<file path="src/rtl/psw_defs.svh">
// Constants for the power-save and wake-up controller
`ifndef PSW_DEFS_SVH
`define PSW_DEFS_SVH
`define PSW_ADR_CTRL      4'h0
`define PSW_ADR_STAT      4'h1
`define PSW_ADR_WAKE_ENABLE_MASK      4'h2
`define PSW_ADR_WAKE_EDGE_SELECT     4'h3
`define PSW_ADR_WAKE_PENDING     4'h4
`define PSW_CTRL_HALT     7
`define PSW_CTRL_IDLE     6
`define PSW_CTRL_GIE      2
`define PSW_CTRL_PORTL_IRQ_ENABLE     1
`define PSW_CTRL_IDLE_TICK_IRQ_ENABLE     0
`define PSW_STAT_IDLE_TICK_PENDING    0
`define PSW_STAT_ASLEEP   1
`define PSW_STAT_HALTED   2
`define PSW_STAT_STARTUP  3
`define PSW_STAT_RUNNING  4
`define PSW_START_LOAD    9'h100
`define PSW_TC_DIV        4'h9
`define PSW_TICK_BIT      12
`define PSW_IDLE_W        13
`define PSW_RST_8         8'h00
`define PSW_ONE_9         9'h001
`define PSW_ONE_13        13'h0001
`define PSW_ONE_4         4'h1
`endif

</file>
<file path="src/rtl/psw_pkg.sv">
// Types for the power-save and wake-up controller
package psw_pkg;
   typedef enum logic [1:0] {
      PSW_RUN     = 2'b00,
      PSW_HALT    = 2'b01,
      PSW_IDLE    = 2'b10,
      PSW_STARTUP = 2'b11
   } psw_state_t;
   typedef struct packed {
      logic       halt;
      logic       idle;
      logic       global_irq_enable;
      logic       portl_irq_enable;
      logic       idle_tick_irq_enable;
   } psw_ctrl_t;
endpackage

</file>
<file path="src/rtl/psw_ctrl.sv">
// Power-save and wake-up controller top with Wishbone registers
//
// Overview of operation
// RULE1: Halt flag write one enters halt
// RULE2: Halt gates every clock, state kept
// RULE3: PWM timer frozen in halt, resumes
// RULE4: Halt exits on port L wake or reset
// RULE5: Wake runs 256 tc start-up before clocks
// RULE6: Halt-disable option ignores halt flag
// RULE7: Idle flag write one enters idle
// RULE8: Idle keeps only oscillator and timer
// RULE9: Idle exits on reset, wake, tick
// RULE10: Tick toggle sets pending, enable gates irq
// RULE11: Tick irq served first when enabled
// RULE12: Software adds two no-ops after entry
// RULE13: Enable mask bit per pin allows wake
// RULE14: Edge select one falling, zero rising
// RULE15: Software edge change follows fixed order
// RULE16: Software sets edges before enabling pins
// RULE17: Pending sets on edge, software clears
// RULE18: No halt while enabled and pending
// RULE19: Wake registers read write, reset cleared
// RULE20: CAN falling edge always wakes, no irq
// RULE21: Port L irq needs pin, global, port enable; pin 7 never raises the irq
// RULE22: Port L irq served before resuming
// RULE23: Edge latching independent of gated clocks
//
// Implementation choices: register access over Wishbone and the address map.
`timescale 1ns/1ps
`include "psw_defs.svh"
module psw_ctrl #(
   parameter bit HALT_DISABLE = 1'b0  // Halt-disable build option
) (
   input  wire logic        clk_i,       // Oscillator-rate clock
   input  wire logic        rst_i,       // Sync reset, high
   input  wire logic        wb_cyc_i,    // Wishbone cycle
   input  wire logic        wb_stb_i,    // Wishbone strobe
   input  wire logic        wb_we_i,     // Wishbone write
   input  wire logic [3:0]  wb_adr_i,    // Word address
   input  wire logic [3:0]  wb_sel_i,    // Byte selects
   input  wire logic [31:0] wb_dat_i,    // Write data
   output logic      [31:0] wb_dat_o,    // Read data
   output logic             wb_ack_o,    // Acknowledge
   input  wire logic [7:0]  portl_i,     // Port L pins
   input  wire logic        can_rx_i,    // CAN comparator out
   output logic             core_clk_en_o, // Core clock gate
   output logic             pwm_clk_en_o,  // PWM timer gate
   output logic             osc_en_o,    // Oscillator enable
   output logic             tc_tick_o,   // Instruction tick
   output logic             portl_irq_o, // Port L irq
   output logic             idle_irq_o   // Idle tick irq
);
   //------------------------------------------------------------
   // Declarations
   //------------------------------------------------------------
   psw_pkg::psw_state_t       state_q;
   psw_pkg::psw_state_t       state_d;
   psw_pkg::psw_ctrl_t        ctrl_q;
   logic [7:0]                wake_enable_mask_q;
   logic [7:0]                wake_edge_select_q;
   logic [7:0]                wake_pending_q;
   logic [7:0]                wake_pending_d;
   logic                      idle_tick_pending_q;
   logic                      idle_tick_pending_d;
   logic [`PSW_IDLE_W-1:0]    idle_timer_q;
   logic [8:0]                start_cnt_q;
   logic [3:0]                div_q;
   logic [8:0]                lvl;
   logic [8:0]                hit;
   logic                      tc;
   logic                      tick;
   logic                      wr;
   logic                      rd_ack;
   logic [7:0]                wdat;
   logic [7:0]                rdat;
   logic                      wake_l;
   logic                      wake;
   logic                      halt_block;
   logic                      go_halt;
   logic                      go_idle;
   logic                      start_done;
   logic                      sleeping;
   logic [7:0]                stat;
   //------------------------------------------------------------
   // Edge capture
   //------------------------------------------------------------
   psw_sync u_sync (
      .clk_i (clk_i),
      .rst_i (rst_i),
      .pin_i ({can_rx_i, portl_i}),
      .lvl_o (lvl)
   );
   psw_edge u_edge (
      .clk_i  (clk_i),
      .rst_i  (rst_i),
      .lvl_i  (lvl),
      .fall_i ({1'b1, wake_edge_select_q}),   // RULE14 RULE20
      .hit_o  (hit)
   );
   //------------------------------------------------------------
   // Bus decode
   //------------------------------------------------------------
   function automatic logic hit_adr(input logic [3:0] a,
                                    input logic [3:0] r);
      hit_adr = (a == r);
   endfunction
   // Write lands only at the edge where ack is seen high
   assign wr   = wb_cyc_i & wb_stb_i & wb_we_i & wb_ack_o & wb_sel_i[0];
   assign wdat = wb_dat_i[7:0];
   assign stat = {3'h0, (state_q == psw_pkg::PSW_RUN),
                  (state_q == psw_pkg::PSW_STARTUP),
                  (state_q == psw_pkg::PSW_HALT),
                  (state_q == psw_pkg::PSW_IDLE), idle_tick_pending_q};
   assign rdat =
      hit_adr(wb_adr_i, `PSW_ADR_CTRL)  ? {ctrl_q.halt, ctrl_q.idle, 3'h0,
                         ctrl_q.global_irq_enable, ctrl_q.portl_irq_enable, ctrl_q.idle_tick_irq_enable} :
      hit_adr(wb_adr_i, `PSW_ADR_STAT)  ? stat :
      hit_adr(wb_adr_i, `PSW_ADR_WAKE_ENABLE_MASK)  ? wake_enable_mask_q :         // RULE19
      hit_adr(wb_adr_i, `PSW_ADR_WAKE_EDGE_SELECT) ? wake_edge_select_q :        // RULE19
      hit_adr(wb_adr_i, `PSW_ADR_WAKE_PENDING) ? wake_pending_q :        // RULE19
      `PSW_RST_8;
   assign rd_ack = wb_cyc_i & wb_stb_i & ~wb_ack_o;
   //------------------------------------------------------------
   // Instruction clock and idle timer
   //------------------------------------------------------------
   assign tc         = (div_q == `PSW_TC_DIV);
   assign sleeping   = (state_q == psw_pkg::PSW_HALT);
   assign tick       = tc & ~sleeping &
                       (idle_timer_q[`PSW_TICK_BIT-1:0] == '1);
   assign start_done = (state_q == psw_pkg::PSW_STARTUP) & tc &
                       (start_cnt_q == `PSW_ONE_9);
   //------------------------------------------------------------
   // Wake and entry conditions
   //------------------------------------------------------------
   assign wake_l     = |(wake_enable_mask_q & wake_pending_q);                // RULE13
   assign wake       = wake_l | hit[8];                    // RULE20
   assign halt_block = wake_l | HALT_DISABLE;              // RULE6 RULE18
   assign go_halt    = wr & hit_adr(wb_adr_i, `PSW_ADR_CTRL) &
                       wdat[`PSW_CTRL_HALT] & ~halt_block; // RULE1
   assign go_idle    = wr & hit_adr(wb_adr_i, `PSW_ADR_CTRL) &
                       wdat[`PSW_CTRL_IDLE] & ~go_halt;    // RULE7
   // Set wins over a software clear in the same cycle
   assign wake_pending_d = ((wr & hit_adr(wb_adr_i, `PSW_ADR_WAKE_PENDING)) ? wdat
                     : wake_pending_q) | hit[7:0];                // RULE17 RULE23
   assign idle_tick_pending_d = ((wr & hit_adr(wb_adr_i, `PSW_ADR_STAT)) ?
                     wdat[`PSW_STAT_IDLE_TICK_PENDING] : idle_tick_pending_q) | tick; // RULE10
   always_comb begin
      state_d = state_q;
      unique case (state_q)
         psw_pkg::PSW_RUN: begin
            if (go_halt) begin
               state_d = psw_pkg::PSW_HALT;
            end else if (go_idle) begin
               state_d = psw_pkg::PSW_IDLE;
            end
         end
         psw_pkg::PSW_HALT: begin
            if (wake) begin                                // RULE4
               state_d = psw_pkg::PSW_STARTUP;             // RULE5
            end
         end
         psw_pkg::PSW_IDLE: begin
            if (wake | tick) begin                         // RULE9
               state_d = psw_pkg::PSW_RUN;
            end
         end
         psw_pkg::PSW_STARTUP: begin
            if (start_done) begin
               state_d = psw_pkg::PSW_RUN;
            end
         end
      endcase
   end
   //------------------------------------------------------------
   // Registers
   //------------------------------------------------------------
   always_ff @(posedge clk_i) begin
      if (rst_i) begin                                     // RULE4 RULE9
         state_q      <= psw_pkg::PSW_RUN;
         ctrl_q       <= '0;
         wake_enable_mask_q       <= `PSW_RST_8;                       // RULE19
         wake_edge_select_q      <= `PSW_RST_8;
         wake_pending_q      <= `PSW_RST_8;
         idle_tick_pending_q      <= 1'b0;
         wb_ack_o     <= 1'b0;
         wb_dat_o     <= 32'h0000_0000;
      end else begin
         state_q  <= state_d;
         wake_pending_q  <= wake_pending_d;
         idle_tick_pending_q  <= idle_tick_pending_d;
         wb_ack_o <= rd_ack;
         wb_dat_o <= {24'h00_0000, rdat};
         if (wr & hit_adr(wb_adr_i, `PSW_ADR_CTRL)) begin
            ctrl_q.global_irq_enable  <= wdat[`PSW_CTRL_GIE];
            ctrl_q.portl_irq_enable <= wdat[`PSW_CTRL_PORTL_IRQ_ENABLE];
            ctrl_q.idle_tick_irq_enable <= wdat[`PSW_CTRL_IDLE_TICK_IRQ_ENABLE];
         end
         ctrl_q.halt <= (state_d == psw_pkg::PSW_HALT);
         ctrl_q.idle <= (state_d == psw_pkg::PSW_IDLE);
         if (wr & hit_adr(wb_adr_i, `PSW_ADR_WAKE_ENABLE_MASK)) begin
            wake_enable_mask_q <= wdat;
         end
         if (wr & hit_adr(wb_adr_i, `PSW_ADR_WAKE_EDGE_SELECT)) begin
            wake_edge_select_q <= wdat;
         end
      end
   end
   always_ff @(posedge clk_i) begin
      if (rst_i) begin
         div_q        <= 4'h0;
         idle_timer_q <= '0;
         start_cnt_q  <= 9'h000;
      end else begin
         if (sleeping | tc) begin
            div_q <= 4'h0;
         end else begin
            div_q <= div_q + `PSW_ONE_4;
         end
         if (tc & ~sleeping) begin                         // RULE8
            idle_timer_q <= idle_timer_q + `PSW_ONE_13;
         end
         if (state_q == psw_pkg::PSW_HALT) begin
            start_cnt_q <= `PSW_START_LOAD;                // RULE5
         end else if (tc & (start_cnt_q != 9'h000)) begin
            start_cnt_q <= start_cnt_q - `PSW_ONE_9;
         end
      end
   end
   //------------------------------------------------------------
   // Clock gates and interrupt requests
   //------------------------------------------------------------
   always_ff @(posedge clk_i) begin
      if (rst_i) begin
         core_clk_en_o <= 1'b1;
         pwm_clk_en_o  <= 1'b1;
         osc_en_o      <= 1'b1;
         tc_tick_o     <= 1'b0;
         portl_irq_o   <= 1'b0;
         idle_irq_o    <= 1'b0;
      end else begin
         core_clk_en_o <= (state_d == psw_pkg::PSW_RUN);   // RULE2 RULE8
         pwm_clk_en_o  <= (state_d == psw_pkg::PSW_RUN);   // RULE3
         osc_en_o      <= (state_d != psw_pkg::PSW_HALT);  // RULE2 RULE5
         tc_tick_o     <= tc & (state_q == psw_pkg::PSW_RUN);
         portl_irq_o   <= |(wake_enable_mask_q[6:0] & wake_pending_q[6:0]) &
                          ctrl_q.global_irq_enable & ctrl_q.portl_irq_enable;        // RULE21 RULE22
         idle_irq_o    <= idle_tick_pending_q & ctrl_q.idle_tick_irq_enable & ctrl_q.global_irq_enable; // RULE10 RULE11
      end
   end
endmodule

</file>
<file path="src/rtl/psw_edge.sv">
// Per-pin edge detector with polarity select
`timescale 1ns/1ps
module psw_edge (
   input  wire logic       clk_i,  // Clock
   input  wire logic       rst_i,  // Sync reset
   input  wire logic [8:0] lvl_i,  // Filtered levels
   input  wire logic [8:0] fall_i, // 1 falling, 0 rising
   output logic      [8:0] hit_o   // Edge seen, one cycle
);
   logic [8:0] prev_q;
   logic [8:0] hit_d;
   genvar g;
   generate
      for (g = 0; g < 9; g = g + 1) begin : g_bit
         assign hit_d[g] = fall_i[g] ? (prev_q[g] & ~lvl_i[g])
                                     : (~prev_q[g] & lvl_i[g]);
      end
   endgenerate
   always_ff @(posedge clk_i) begin
      if (rst_i) begin
         prev_q <= 9'h1ff;
         hit_o  <= 9'h000;
      end else begin
         prev_q <= lvl_i;
         hit_o  <= hit_d;
      end
   end
endmodule

</file>
<file path="src/rtl/psw_sync.sv">
// Three-stage pin synchroniser with agreement filter
`timescale 1ns/1ps
module psw_sync (
   input  wire logic       clk_i,  // Clock
   input  wire logic       rst_i,  // Sync reset
   input  wire logic [8:0] pin_i,  // Async pins
   output logic      [8:0] lvl_o   // Filtered level
);
   logic [8:0] s1_q;
   logic [8:0] s2_q;
   logic [8:0] s3_q;
   logic [8:0] lvl_d;
   genvar g;
   generate
      for (g = 0; g < 9; g = g + 1) begin : g_bit
         assign lvl_d[g] = (s2_q[g] == s3_q[g]) ? s2_q[g] : lvl_o[g];
      end
   endgenerate
   always_ff @(posedge clk_i) begin
      if (rst_i) begin
         s1_q  <= 9'h1ff;
         s2_q  <= 9'h1ff;
         s3_q  <= 9'h1ff;
         lvl_o <= 9'h1ff;
      end else begin
         s1_q  <= pin_i;
         s2_q  <= s1_q;
         s3_q  <= s2_q;
         lvl_o <= lvl_d;
      end
   end
endmodule

</file>
<file path="config.mk">
export PLATFORM = sky130hd
export DESIGN_NAME = psw_ctrl
export DESIGN_NICKNAME = d
export VERILOG_FILES = /design/src/rtl/psw_pkg.sv /design/src/rtl/psw_ctrl.sv /design/src/rtl/psw_edge.sv /design/src/rtl/psw_sync.sv
export VERILOG_INCLUDE_DIRS = /design/src /design/src/rtl
export SDC_FILE = /design/constraint.sdc
export NUM_CORES = 1
export LEC_CHECK = 0
export ABC_AREA = 1
export BUFFER_PORTS_ARGS = -buffer_cell sky130_fd_sc_hd__buf_2
export CAP_MARGIN = 20
export CORE_UTILIZATION = 29
export CTS_CLUSTER_DIAMETER = 150
export DETAILED_ROUTE_END_ITERATION = 12
export HOLD_SLACK_MARGIN = 0.08
export PLACE_DENSITY_LB_ADDON = 0.12
export SLEW_MARGIN = 20
export SYNTH_ARGS = -nofsm -noshare
export SYNTH_HDL_FRONTEND = slang
export SYNTH_SLANG_ARGS = --single-unit
</file>
<file path="constraint.sdc">
create_clock -name clk_i -period 3.4 [get_ports clk_i]
set_clock_uncertainty 0.2 [all_clocks]
set_input_delay 0 -clock clk_i [delete_from_list [all_inputs] [get_ports clk_i]]
set_output_delay 0 -clock clk_i [all_outputs]
set_load 0.05 [all_outputs]
</file>
* Word-level counts from Yosys, hierarchy flattened
Cells that the tools add are included.
Storage, ports and cells: logic and storage cells 166, output and inout bits 39, flip-flop bits (word level) 150
Operators by class: bitwise gates (word level) 69, reduce and logical (&&, ||, !) cells 11, multiplexer cells 23, equality and inequality tests 22, $add $sub $neg 3
Operators by type and width (number):
- 8-bit two-way mux | 6
- 1-bit bitwise AND | 41
- 1-bit NOT | 21
- 9-bit two-way mux | 2
- 13-bit by 1-bit adder with 13-bit output (second input constant) | 1
- 12-bit == test (second input constant) | 1
- 2-bit two-way mux | 5
- 1-bit == test | 9
- 9-bit by 1-bit == test with 1-bit output (second input constant) | 1
- 1-bit two-way mux | 9
- 9-bit nonzero test | 1
- 9-bit by 1-bit subtractor with 9-bit output (second input constant) | 1
- 8-bit bitwise AND | 1
- 4-bit by 2-bit == test with 1-bit output (second input constant) | 2
- 8-bit bitwise OR | 1
- 2-bit case mux with 4 select lines | 1
- 8-bit OR reduction | 1
- 7-bit bitwise AND | 1
- 7-bit OR reduction | 1
- 2-bit == test (second input constant) | 3
- 2-bit OR reduction | 3
- 4-bit by 1-bit adder with 4-bit output (second input constant) | 1
- 2-bit by 1-bit == test with 1-bit output (second input constant) | 2
- 4-bit by 1-bit == test with 1-bit output (second input constant) | 1
- 8 further kinds | 12

* Logic depth before layout (Yosys ltp)
Gate-level depths: netlist of the first run.
depth in word-level cells 13, gate-level depth with buffers 11, depth with buffers taken out 11

* Cells and area by module
From an unflattened synthesis of the first run, not the netlist that was laid out.
Second synthesis, totals: cells, all modules 729, area, all modules 5461.5 um^2
By module, submodules not included:
- psw_ctrl | area an instance 3559.7 um^2, cells an instance 491, instances 1
- psw_sync | area an instance 1208.7 um^2, cells an instance 139, instances 1
- psw_edge | area an instance 693.2 um^2, cells an instance 99, instances 1

* Least setup slack after synthesis of the first run
No wires, ideal clock.
path type register to register, from reg wb_ack_o, to reg wake_pending_q[7], arrival time 1.566 ns, clock period less this slack 1.879 ns, setup slack 1.521 ns, path buffers 0, cell stages (with the launch flop) 10, setup time 0.113 ns, required time 3.087 ns, cells stage by stage dfxtp_1 -> nand3_2 -> nor2_8 -> inv_4 -> nor2_8 -> inv_2 -> nand2_1 -> o21ai_1 -> o21ai_1 -> inv_1
On the way: cells in the longest elaborated chain, start to end 5
Ends and longest elaborated chain:
- start: declaration | RTL line psw_ctrl.sv:43 | output logic wb_ack_o,
- start signal: assignment | RTL line psw_ctrl.sv:191 | wb_ack_o <= rd_ack;
- 1-bit bitwise AND (2 in a row) | RTL line psw_ctrl.sv:108 | assign wr = wb_cyc_i & wb_stb_i & wb_we_i & wb_ack_o & wb_sel_i[0];
- 1-bit bitwise AND | RTL line psw_ctrl.sv:143 | assign wake_pending_d = ((wr & hit_adr(wb_adr_i, `PSW_ADR_WAKE_PENDING)) ? wdat
- 8-bit two-way mux | RTL line psw_ctrl.sv:143
- 8-bit bitwise OR | RTL line psw_ctrl.sv:143
- end signal: assignment | RTL line psw_ctrl.sv:183 | wake_pending_q <= `PSW_RST_8;
- end signal: assignment | RTL line psw_ctrl.sv:189 | wake_pending_q <= wake_pending_d;
- end: declaration | RTL line psw_ctrl.sv:61 | logic [7:0] wake_pending_q;
Every way passes these cells. A chain may end at the register's enable or synchronous reset.

* Worst setup path after layout of the first run
from in wb_adr_i[3], to reg wake_enable_mask_q[4]
On the way: cells in the longest elaborated chain, start to end 2
Ends and longest elaborated chain:
- start: declaration | RTL line psw_ctrl.sv:39 | input wire logic [3:0] wb_adr_i,
- 4-bit by 2-bit == test with 1-bit output | RTL line psw_ctrl.sv:105 | hit_adr = (a == r);
- 1-bit bitwise AND | RTL line psw_ctrl.sv:200 | if (wr & hit_adr(wb_adr_i, `PSW_ADR_WAKE_ENABLE_MASK)) begin
- end signal: assignment | RTL line psw_ctrl.sv:181 | wake_enable_mask_q <= `PSW_RST_8;
- end signal: assignment | RTL line psw_ctrl.sv:201 | wake_enable_mask_q <= wdat;
- end: declaration | RTL line psw_ctrl.sv:59 | logic [7:0] wake_enable_mask_q;
Every way passes these cells.

==> out/results.tsv, run 1 <==
stage	metric	value	unit
final_layout	register area	2502	um2
timing	Fin. Hold Viols	0	
logic_synthesis	Syn Area/Cell	8.002	um2
worst_setup_path	Worst Path Max Fanout	7	
timing	RSZ-0062 raised after global routing	false	
clock_network	clock-pin slew of the registers on the worst-case setup and hold paths	60	ps
final_layout	Area Growth Syn to Fin	26.70	%
run_status	outcome	finished clean	
logic_synthesis	top_reg_cell synth	dfxtp_1	
clock_network	Clock Tree Root	clkbuf_16	
power_and_ir_drop	Final Power	3546	uW
placed_design	dpl hpwl	8.043	mm
logic_synthesis	synth warn	0	
final_layout	# fillers	1804	
floorplanning	# IOs	93	
worst_setup_path	Critical Path Sink Type	flip-flop	
timing	TNS Setup	0	ps
timing	worst slew pin tran	665.9	ps
timing	period utilisation layout	0.9079	
logic_synthesis	Cell Area, Synth	5258	um2
power_and_ir_drop	PD cells	532.2	nW/um2
final_layout	Nets	809	
detailed_routing	drt wl/cell	11.79	um
global_route	vias in the first global route	4090	
global_route	largest net degree at the start of global routing	68	
logic_synthesis	register area share after synthesis	0.4760	
timing	min cycle time layout	3087	ps
timing	slew margin rel.	0.5514	
detailed_routing	initial DRC count	210	
floorplanning	Die Y	136.6	um
floorplanning	Starting Density	0.3008	
worst_setup_path	CP required	3500	ps
detailed_routing	vias per std cell	4.242	
logic_synthesis	Async S/R FF share, synth	0	
power_and_ir_drop	Lkg Pwr	0.002959	uW
global_route	Global Route Usage Sum	0.1405	
logic_synthesis	Post-synth EDFFs	0	
logic_synthesis	post-synth top area share	0.4760	
clock_network	CTS tree	done	
final_layout	share of cells above drive strength 1	0.1969	
timing	Max Freq	324.0	MHz
detailed_routing	vias	4187	
logic_synthesis	#FFs+latches synth	125	
detailed_routing	total detailed-routing wirelength	11.64	mm
worst_setup_path	Setup CP Type	input pin to flip-flop	
logic_synthesis	post-synthesis cell type count	39	
logic_synthesis	Synth area leaders	dfxtp_1 (48%), nand2_1 (9.4%), inv_1 (5.1%)	
detailed_routing	drt pass-1 iters	4	
flow_run	Max Cap Violations	0	
floorplanning	Row Count	48	
global_route	initial antenna violation count	0	
floorplanning	Die Wd	136.6	um
timing	setup violators final	0	
final_layout	ANT cells	0	
timing	final max-slew violation count	0	
placed_design	GP Congestion	0.7452	
clock_network	Sink Count	125	
detailed_routing	Remaining DRCs	0	
worst_setup_path	crit start category	input pin	
clock_network	PostCTS Resize Cnt	0	
clock_network	clock buffer count from CTS	17	
worst_hold_path	type of the most critical hold path	input pin to flip-flop	
final_layout	area of the multi-input gates	2282	um2
clock_network	Clk Latency, worst-skew pair	410	ps
power_and_ir_drop	peak supply drop	0.3570	mV
logic_synthesis	Post-Syn Instances	657	
detailed_routing	post-route ant nets	0	
floorplanning	die area	18670	um2
worst_setup_path	CP arrival	3190	ps
placed_design	port buffer count	41	
clock_network	H-Tree Level Count	4	
floorplanning	Core ar.	17480	um2
logic_synthesis	Synth area leader	dfxtp_1	
global_route	first-pass GRT wire length	19.76	mm
global_route	total congestion overflow	0	
clock_network	clk buf depth	2	
[layout by cell type, fill, tap and decap left out, drive strengths merged]
cell,synthesis,routed
and2,2,2
conb,1,24
buf,31,46
nor3,5,5
xnor2,2,2
dfxtp,125,125
o21bai,3,3
nor2,77,77
or2,23,23
clkbuf,6,22
nor4,2,2
o21ai,56,56
bufinv,0,3
inv,85,85
nand4,7,7
dlygate4sd3,0,41
nand3,23,23
clkinv,0,4
a21oi,40,40
ha,6,6
clkinvlp,0,3
a31oi,2,2
o32ai,1,1
o22ai,7,7
a41oi,5,5
nand2,139,139
xor2,8,8
o2bb2ai,1,1
[cell families after synthesis]
group | share of synthesized area
flops | 0.4760
fa+ha+maj | 0.01428
compound gates | 0.1188
buf+inv | 0.1064
xor+xnor | 0.01666
other cells | 0.0007133
simple gates | 0.2673
[timing repair]
| item | CTS | global route |
|---|---|---|
| hold buffers | 41 | 0 |
| endpoints found under the setup margin | 0 | 3 |
| buffers inserted | 0 | 3 |
| hold endpoints to repair | 57 | 0 |
[flip-flops by register name, indices dropped and copies added, names as in the netlist]
register	flops
wake_pending_q	8
u_edge.prev_q	9
state_q	2
tc_tick_o	1
wb_ack_o	1
u_sync.s2_q	9
portl_irq_o	1
start_cnt_q	9
u_sync.s1_q	9
idle_tick_pending_q	1
idle_irq_o	1
wake_edge_select_q	8
ctrl_q	5
pwm_clk_en_o	1
u_sync.s3_q	9
wb_dat_o	8
u_edge.hit_o	9
wake_enable_mask_q	8
div_q	4
idle_timer_q	12
osc_en_o	1
u_sync.lvl_o	9
[cell usage after synthesis, types with 2 or more instances]
| library cell | number |
|---|---|
| o21ai_1 | 13 |
| nand3_2 | 5 |
| a41oi_1 | 5 |
| buf_2 | 4 |
| nor3_1 | 4 |
| inv_1 | 71 |
| nor2_2 | 5 |
| nand2_1 | 131 |
| xnor2_1 | 2 |
| nand2_2 | 5 |
| xor2_1 | 8 |
| buf_4 | 25 |
| o21ai_0 | 43 |
| or2_2 | 23 |
| clkbuf_1 | 6 |
| nor2_8 | 5 |
| nor2_1 | 58 |
| nand2_4 | 3 |
| a31oi_1 | 2 |
| nand4_1 | 7 |
| nor4_1 | 2 |
| buf_1 | 2 |
| o22ai_1 | 7 |
| ha_1 | 6 |
| inv_2 | 13 |
| nand3_1 | 17 |
| nor2_4 | 9 |
| o21bai_1 | 3 |
| dfxtp_1 | 125 |
| a21oi_1 | 39 |
[final cells by class]
type                       count  area share
timing repair buffer          87     0.09805
sequential                   125      0.3757
clock buffer                  22     0.07269
tap                          225     0.04226
clock inverter                10     0.02047
multi-input combinational    433      0.3426
inverter                      85     0.04827
[through the flow]
step | cell area, um2 | setup WS, ps | utilization | cells | hold WS [ps]
global placement | 5608 | 1463 | 0.3209 | 911 | -18.23
finish | 6661 | 313.3 | 0.3812 | 987 | 98.48
CTS | 6639 | 121.7 | 0.3799 | 984 | 81.15
detailed placement | 5608 | 1409 | 0.3209 | 911 | -16.46
global route | 6661 | 148.3 | 0.3812 | 987 | 101.7
floorplan | 5344 | 1521 | - | 680 | -96.19
[final timing paths]
path                  startpoint                    end  slack, ps  depth (start not counted)
hold reg to reg   u_sync.s1_q[8]         u_sync.s2_q[8]        210                          1
setup reg to reg        wb_ack_o  wake_enable_mask_q[4]        350                         10
setup / recovery     wb_adr_i[3]  wake_enable_mask_q[4]        310                         13
hold / removal        portl_i[7]         u_sync.s1_q[7]        100                          3
[routing by layer]
metal  global-route usage  vias up  part of all wire  wire, um
met2               0.2267       82              0.45      5193
met1               0.1739     1860              0.49      5715
met3              0.03741       20             0.043       497
li1                     -     2225                 -         -
met5                    0        -                 0         0
met4              0.06481        0             0.020       231
[worst max-delay path, cell delays in order]
cell and delay [ps]:
dlygate4sd3_1 530, buf_2 130, nor2_2 130, nand2_2 50, dlygate4sd3_1 620, nor2_4 190
inv_2 70, nor2_4 130, inv_2 90, nor2_1 100, dlygate4sd3_1 560, nor2_1 40
dlygate4sd3_1 540
[where the power goes]
part	internal, uW	switching (uW)
Clock	1230	639
Sequential	1480	7.80
Combinational	57.6	130
Total	2770	777
(Power assumes the default switching activity.)
==> inputs of run 2 (changes only) <==
--- a/config.mk
+++ b/config.mk
@@ -13,7 +13,8 @@
 export CTS_CLUSTER_DIAMETER = 150
 export DETAILED_ROUTE_END_ITERATION = 12
 export HOLD_SLACK_MARGIN = 0.08
-export PLACE_DENSITY_LB_ADDON = 0.12
+export PLACE_DENSITY = 0.44
+export REMOVE_ABC_BUFFERS = 1
 export SLEW_MARGIN = 20
 export SYNTH_ARGS = -nofsm -noshare
 export SYNTH_HDL_FRONTEND = slang
==> run 2 against run 1 <==
  * Core utilization is 0.84 points lower
  * Sequential power hardly changed
  * Hold slack improved by 11 ps
  * Critical path depth is 6 lower
  * Critical endpoint is now ctrl_q[1]
  * Largest cell class unchanged
==> out/results.tsv, run 2 (same netlist as run 1, synthesis figures left out) <==
stage	metric	value	unit	change
timing	Fin. Hold Viols	0		unchanged
clock_network	Clk Latency, worst-skew pair	410	ps	about the same
clock_network	clock buffer count from CTS	17		unchanged
global_route	largest net degree at the start of global routing	40		-41%
worst_setup_path	Worst Path Max Fanout	4		-3
final_layout	final core occ	0.3727		-0.008448
global_route	total congestion overflow	0		unchanged
worst_setup_path	Setup CP Type	flip-flop to flip-flop		
power_and_ir_drop	Final Power	3281	uW	-7.5%
final_layout	share of cells above drive strength 1	0.1923		-0.004543
clock_network	clock-pin slew of the registers on the worst-case setup and hold paths	50	ps	about the same
run_status	outcome	finished clean		
worst_hold_path	type of the most critical hold path	input pin to flip-flop		
floorplanning	Die Wd	136.6	um	unchanged
timing	period utilisation layout	0.8743		-0.03355
floorplanning	die area	18670	um2	unchanged
clock_network	H-Tree Level Count	4		unchanged
detailed_routing	initial DRC count	170		-19%
worst_setup_path	CP required	3540	ps	+40 ps
detailed_routing	vias	4177		-0.24%
placed_design	dpl hpwl	7.877	mm	-2.1%
final_layout	Area Growth Syn to Fin	23.89	%	
power_and_ir_drop	PD cells	503.7	nW/um2	-5.4%
worst_setup_path	CP arrival	3110	ps	-80 ps
final_layout	leading cell type in the layout, fill and taps excluded	nand2_1		
timing	min cycle time layout	2973	ps	-114.1 ps
final_layout	largest register by flop count	idle_timer_q		
timing	worst slew pin tran	772.5	ps	+106.6 ps
flow_run	Max Cap Violations	0		unchanged
floorplanning	Starting Density	0.3008		unchanged
detailed_routing	vias per std cell	4.267		+0.58%
placed_design	port buffer count	41		unchanged
power_and_ir_drop	Lkg Pwr	0.002861	uW	-3.3%
worst_setup_path	Critical Path Sink Type	flip-flop		
timing	Hold WS	109.4	ps	+10.89 ps
clock_network	postcts setup bufs	0		unchanged
floorplanning	Row Count	48		unchanged
final_layout	Nets	803		-0.74%
clock_network	clk buf depth	2		unchanged
timing	Max Freq	336.4	MHz	+3.8%
floorplanning	Core ar.	17480	um2	unchanged
worst_setup_path	crit start category	flip-flop		
clock_network	PostCTS Resize Cnt	0		unchanged
final_layout	ANT cells	0		unchanged
global_route	Global Route Usage Sum	0.1352		-0.005274
final_layout	# fillers	1808		+0.22%
detailed_routing	post-route ant nets	0		unchanged
timing	final max-slew violation count	0		unchanged
clock_network	Sink Count	125		unchanged
floorplanning	Die Y	136.6	um	unchanged
global_route	initial antenna violation count	0		unchanged
timing	RSZ-0062 raised after global routing	false		
detailed_routing	drt wl/cell	11.54	um	-2.1%
timing	setup violators final	0		unchanged
final_layout	most frequent cells in the layout	nand2_1 (131), dfxtp_1 (125), inv_1 (71)		
timing	TNS Setup	0	ps	unchanged
floorplanning	# IOs	93		unchanged
power_and_ir_drop	peak supply drop	0.3738	mV	+4.7%
clock_network	CTS tree	done		
clock_network	Clock Tree Root	clkbuf_16		
final_layout	max FFs per register	12		unchanged
detailed_routing	Remaining DRCs	0		unchanged
global_route	first-pass GRT wire length	19.31	mm	-2.3%
global_route	vias in the first global route	4034		-1.4%
timing	slew margin rel.	0.4795		-0.07182
detailed_routing	drt pass-1 iters	4		unchanged
placed_design	GP Congestion	0.7944		+6.6%
detailed_routing	total detailed-routing wirelength	11.30	mm	-2.9%
[run 2: layout make-up]
type	count	area, um2	area share
clock buffer	23	488.0	0.07491
clock inverter	7	40.04	0.006147
inverter	85	321.6	0.04937
multi-input combinational	433	2282	0.3504
sequential	125	2502	0.3842
tap	225	281.5	0.04322
timing repair buffer	81	598.1	0.09182
[run 2: power breakdown]
group          internal (uW)  leakage (uW)  switching [uW]
logic                   59.4       0.00159             129
registers               1480       0.00101            7.82
clock network            992      0.000260             608
[run 2: worst paths after layout]
kind                       start             end  cells past startpoint  slack [ps]
hold / removal        portl_i[6]  u_sync.s1_q[6]                      3         110
setup / recovery        wb_ack_o       ctrl_q[1]                      7         430
hold reg to reg   u_sync.s1_q[5]  u_sync.s2_q[5]                      1         200
setup reg to reg        wb_ack_o       ctrl_q[1]                      7         430
[run 2: repair_timing]
item,in CTS,in global routing
hold buffers,38,0
hold endpoints to repair,63,0
endpoints found under the setup margin,0,2
[run 2: through the flow]
stage | cell area (um2) | setup WS [ps] | instances
2_1_floorplan | 5106 | 1506 | 643
3_3_place_gp | 5615 | 1477 | 912
3_5_place_dp | 5615 | 1453 | 912
4_1_cts | 6524 | 75.80 | 980
5_1_grt | 6514 | 269.4 | 979
6_report | 6514 | 427.4 | 979
[run 2: metal layers]
layer / wire [um] / part of all wire / global-route usage
met1: 5768 / 0.51 / 0.1765
met2: 4919 / 0.44 / 0.2090
met3: 394 / 0.035 / 0.03296
met4: 214 / 0.019 / 0.06296
met5: 0 / 0 / 0
[run 2: worst max-delay path: stages (launching register included)]
cell	delay (ps)
dfxtp_1	370
nand3_2	70
dlygate4sd3_1	630
nor2_8	150
dlygate4sd3_1	690
nand3_1	100
dlygate4sd3_1	580
a21oi_1	110
==> inputs of run 3 (changes only) <==
==> constraint.sdc (replaced) <==
create_clock -name clk_i -period 3.5 [get_ports clk_i]
set_clock_uncertainty 0.2 [all_clocks]
set_input_delay 0 -clock clk_i [delete_from_list [all_inputs] [get_ports clk_i]]
set_output_delay 0 -clock clk_i [all_outputs]
set_load 0.05 [all_outputs]
==> run 3 against run 2 <==
  * Sequential cell count stayed put
  * Core utilization is 0.11 points higher
  * Routed wire length is 1.0% higher
==> out/results.tsv, run 3 (same netlist as run 1, synthesis figures left out) <==
stage	metric	value	unit	change
run_status	outcome	finished clean		
worst_setup_path	Worst Path Max Fanout	10		+6
timing	TNS Setup	0	ps	unchanged
worst_setup_path	worst path bufs/invs	5		+2
floorplanning	Die Wd	136.6	um	unchanged
worst_setup_path	crit start category	flip-flop		
global_route	total congestion overflow	0		unchanged
final_layout	Nets	802		-0.12%
clock_network	Clock Tree Root	clkbuf_16		
timing	final setup margin	262.8	ps	-164.5 ps
timing	Fin. Hold Viols	0		unchanged
power_and_ir_drop	combinational share of power	0.055		-0.003
global_route	first-pass GRT wire length	19.44	mm	+0.68%
detailed_routing	vias	4202		+0.60%
placed_design	dpl hpwl	7.801	mm	-0.95%
worst_setup_path	CP required	3590	ps	+50 ps
worst_setup_path	Reg2Reg Setup Slack	260	ps	-160 ps
final_layout	most frequent cells in the layout	nand2_1 (131), dfxtp_1 (125), inv_1 (71)		
detailed_routing	drt pass-1 iters	6		+2
clock_network	clock buffer count from CTS	17		unchanged
floorplanning	Die Y	136.6	um	unchanged
worst_setup_path	crit path cell chain	nand3_2 > dlygate4sd3_1 > nor2_8 > inv_4 > nor2_4 > inv_2 > nor2_1 > dlygate4sd3_1 > nor2_1 > dlygate4sd3_1		
worst_setup_path	Reg2Reg Depth	10		+3
clock_network	clk buf depth	2		unchanged
detailed_routing	post-route ant nets	0		unchanged
power_and_ir_drop	Sw Share	0.2182		-0.009037
final_layout	leading cell type in the layout, fill and taps excluded	nand2_1		
timing	min cycle time layout	3237	ps	+264.5 ps
worst_hold_path	hold path endpoint	u_sync.s1_q[1]		
timing	final max-slew violation count	0		unchanged
worst_setup_path	slowest cell on the critical path	dlygate4sd3_1		
clock_network	Clk Latency, worst-skew pair	410	ps	about the same
power_and_ir_drop	PD cells	502.2	nW/um2	-0.30%
detailed_routing	total detailed-routing wirelength	11.41	mm	+1.0%
timing	worst slew pin tran	721.1	ps	-51.45 ps
worst_setup_path	Worst path max stage delay	630	ps	-60 ps
power_and_ir_drop	Lkg Pwr	0.002898	uW	+1.3%
worst_setup_path	Critical Path Sink Type	flip-flop		
power_and_ir_drop	power share of the clock group	0.503		+0.015
global_route	vias in the first global route	4102		+1.7%
detailed_routing	initial DRC count	258		+52%
clock_network	postcts setup bufs	0		unchanged
final_layout	max FFs per register	12		unchanged
detailed_routing	met1 WL	5.617	mm	-2.6%
flow_run	Max Cap Violations	0		unchanged
worst_hold_path	Worst Hold Depth	3		unchanged
floorplanning	# IOs	93		unchanged
final_layout	ANT cells	0		unchanged
timing	slew margin rel.	0.5142		+0.03467
detailed_routing	drt wl/cell	11.67	um	+1.1%
timing	Max Freq	308.9	MHz	-8.2%
global_route	initial antenna violation count	0		unchanged
detailed_routing	vias per std cell	4.297		+0.70%
power_and_ir_drop	switching power	715.7	uW	-4.0%
worst_hold_path	type of the most critical hold path	input pin to flip-flop		
power_and_ir_drop	internal power	2565	uW	+1.2%
clock_network	Sink Count	125		unchanged
clock_network	clock-pin slew of the registers on the worst-case setup and hold paths	50	ps	about the same
worst_setup_path	reg2reg end	wake_enable_mask_q[3]		
placed_design	port buffer count	41		unchanged
clock_network	H-Tree Level Count	4		unchanged
clock_network	CTS tree	done		
worst_setup_path	CP arrival	3330	ps	+220 ps
floorplanning	Core ar.	17480	um2	unchanged
detailed_routing	metal2 WL	5.094	mm	+3.6%
final_layout	Area Growth Syn to Fin	24.25	%	
worst_hold_path	Worst Hold Launch	portl_i[1]		
worst_setup_path	delay-heaviest family, CP	buffers and inverters		
power_and_ir_drop	peak supply drop	0.3587	mV	-4.0%
timing	setup violators final	0		unchanged
worst_setup_path	cell mode on critical path	dlygate4sd3_1		
floorplanning	Row Count	48		unchanged
detailed_routing	Remaining DRCs	0		unchanged
detailed_routing	max layer used	met4		
floorplanning	Starting Density	0.3008		unchanged
placed_design	Setup WS pre-CTS	1517	ps	+63.76 ps
worst_setup_path	r2r startpoint	wb_ack_o		
floorplanning	die area	18670	um2	unchanged
placed_design	GP Congestion	0.7858		-1.1%
timing	RSZ-0062 raised after global routing	false		
power_and_ir_drop	sequential power share	0.442		-0.013
worst_setup_path	Setup CP Type	flip-flop to flip-flop		
global_route	Global Route Usage Sum	0.1370		+0.001783
final_layout	share of cells above drive strength 1	0.1912		-0.001073
timing	period utilisation layout	0.9249		+0.05060
final_layout	largest register by flop count	idle_timer_q		
detailed_routing	WL met3	491	um	+25%
global_route	largest net degree at the start of global routing	40		unchanged
run 3: cell types whose count changed in the layout (fill, tap and decap cells not counted), sizes merged:
cell / before / now
bufinv: 0 / 2
clkbuf: 23 / 22
clkinvlp: 2 / 1
dlygate4sd3: 37 / 36
run 3: metal layers:
| layer | vias up | global-route usage |
|---|---|---|
| li1 | 2206 | - |
| met1 | 1889 | 0.1715 |
| met2 | 90 | 0.2211 |
| met3 | 17 | 0.03444 |
| met4 | 0 | 0.06111 |
| met5 | - | 0 |
run 3: worst max path at each step:
| stage | cells past startpoint | startpoint | endpoint | slack [ps] |
|---|---|---|---|---|
| 6_report | 10 | wb_ack_o | wake_enable_mask_q[3] | 260 |
| 5_1_grt | 10 | wb_ack_o | wake_enable_mask_q[3] | 100 |
| 4_1_cts | 13 | wb_adr_i[3] | wake_enable_mask_q[3] | 140 |
| 3_5_place_dp | 8 | div_q[0] | osc_en_o | 1520 |
| 3_3_place_gp | 8 | div_q[0] | osc_en_o | 1570 |
| 2_1_floorplan | 9 | wb_ack_o | wake_pending_q[7] | 1610 |
run 3: worst min-delay path, cell delays in order:
cell and delay [ps]:
dlygate4sd3_1 510, buf_2 90, or2_2 80
run 3: what timing repair did:
action,4_1_cts,5_1_grt
gates resized for setup,0,0
hold buffers,37,0
endpoints found under the setup margin,0,1
endpoints found under the hold margin,96,0
run 3: per-stage QoR:
step                      total power (uW)  std cells  hold WS [ps]  utilization  area (um2)
final                                 3281        978         99.57       0.3738        6533
after global routing                  3415        978         102.7       0.3738        6533
after CTS                             3334        979         81.05       0.3744        6543
after detailed placement              1637        912        -16.01       0.3213        5615
after global placement                1634        912        -17.99       0.3213        5615
after floorplan                       1589        643        -130.9            -        5106
run 3: power by group through the flow:
stage / clock network [uW] / logic [uW] / registers (uW)
after floorplan: 0 / 107 / 1480
after global placement: 0 / 155 / 1480
after detailed placement: 0 / 157 / 1480
after CTS: 1700 / 182 / 1450
after global routing: 1770 / 197 / 1450
final: 1650 / 179 / 1450
run 3: area by class of cell:
type                    count  area (um2)
repair buffers             80       588.1
clock buffers              22       464.2
well taps                 225       281.5
fillers                  1813       10940
inverters                  85       321.6
multi-input cells         433        2282
clock inverters             8       92.59
flip-flops and latches    125        2502
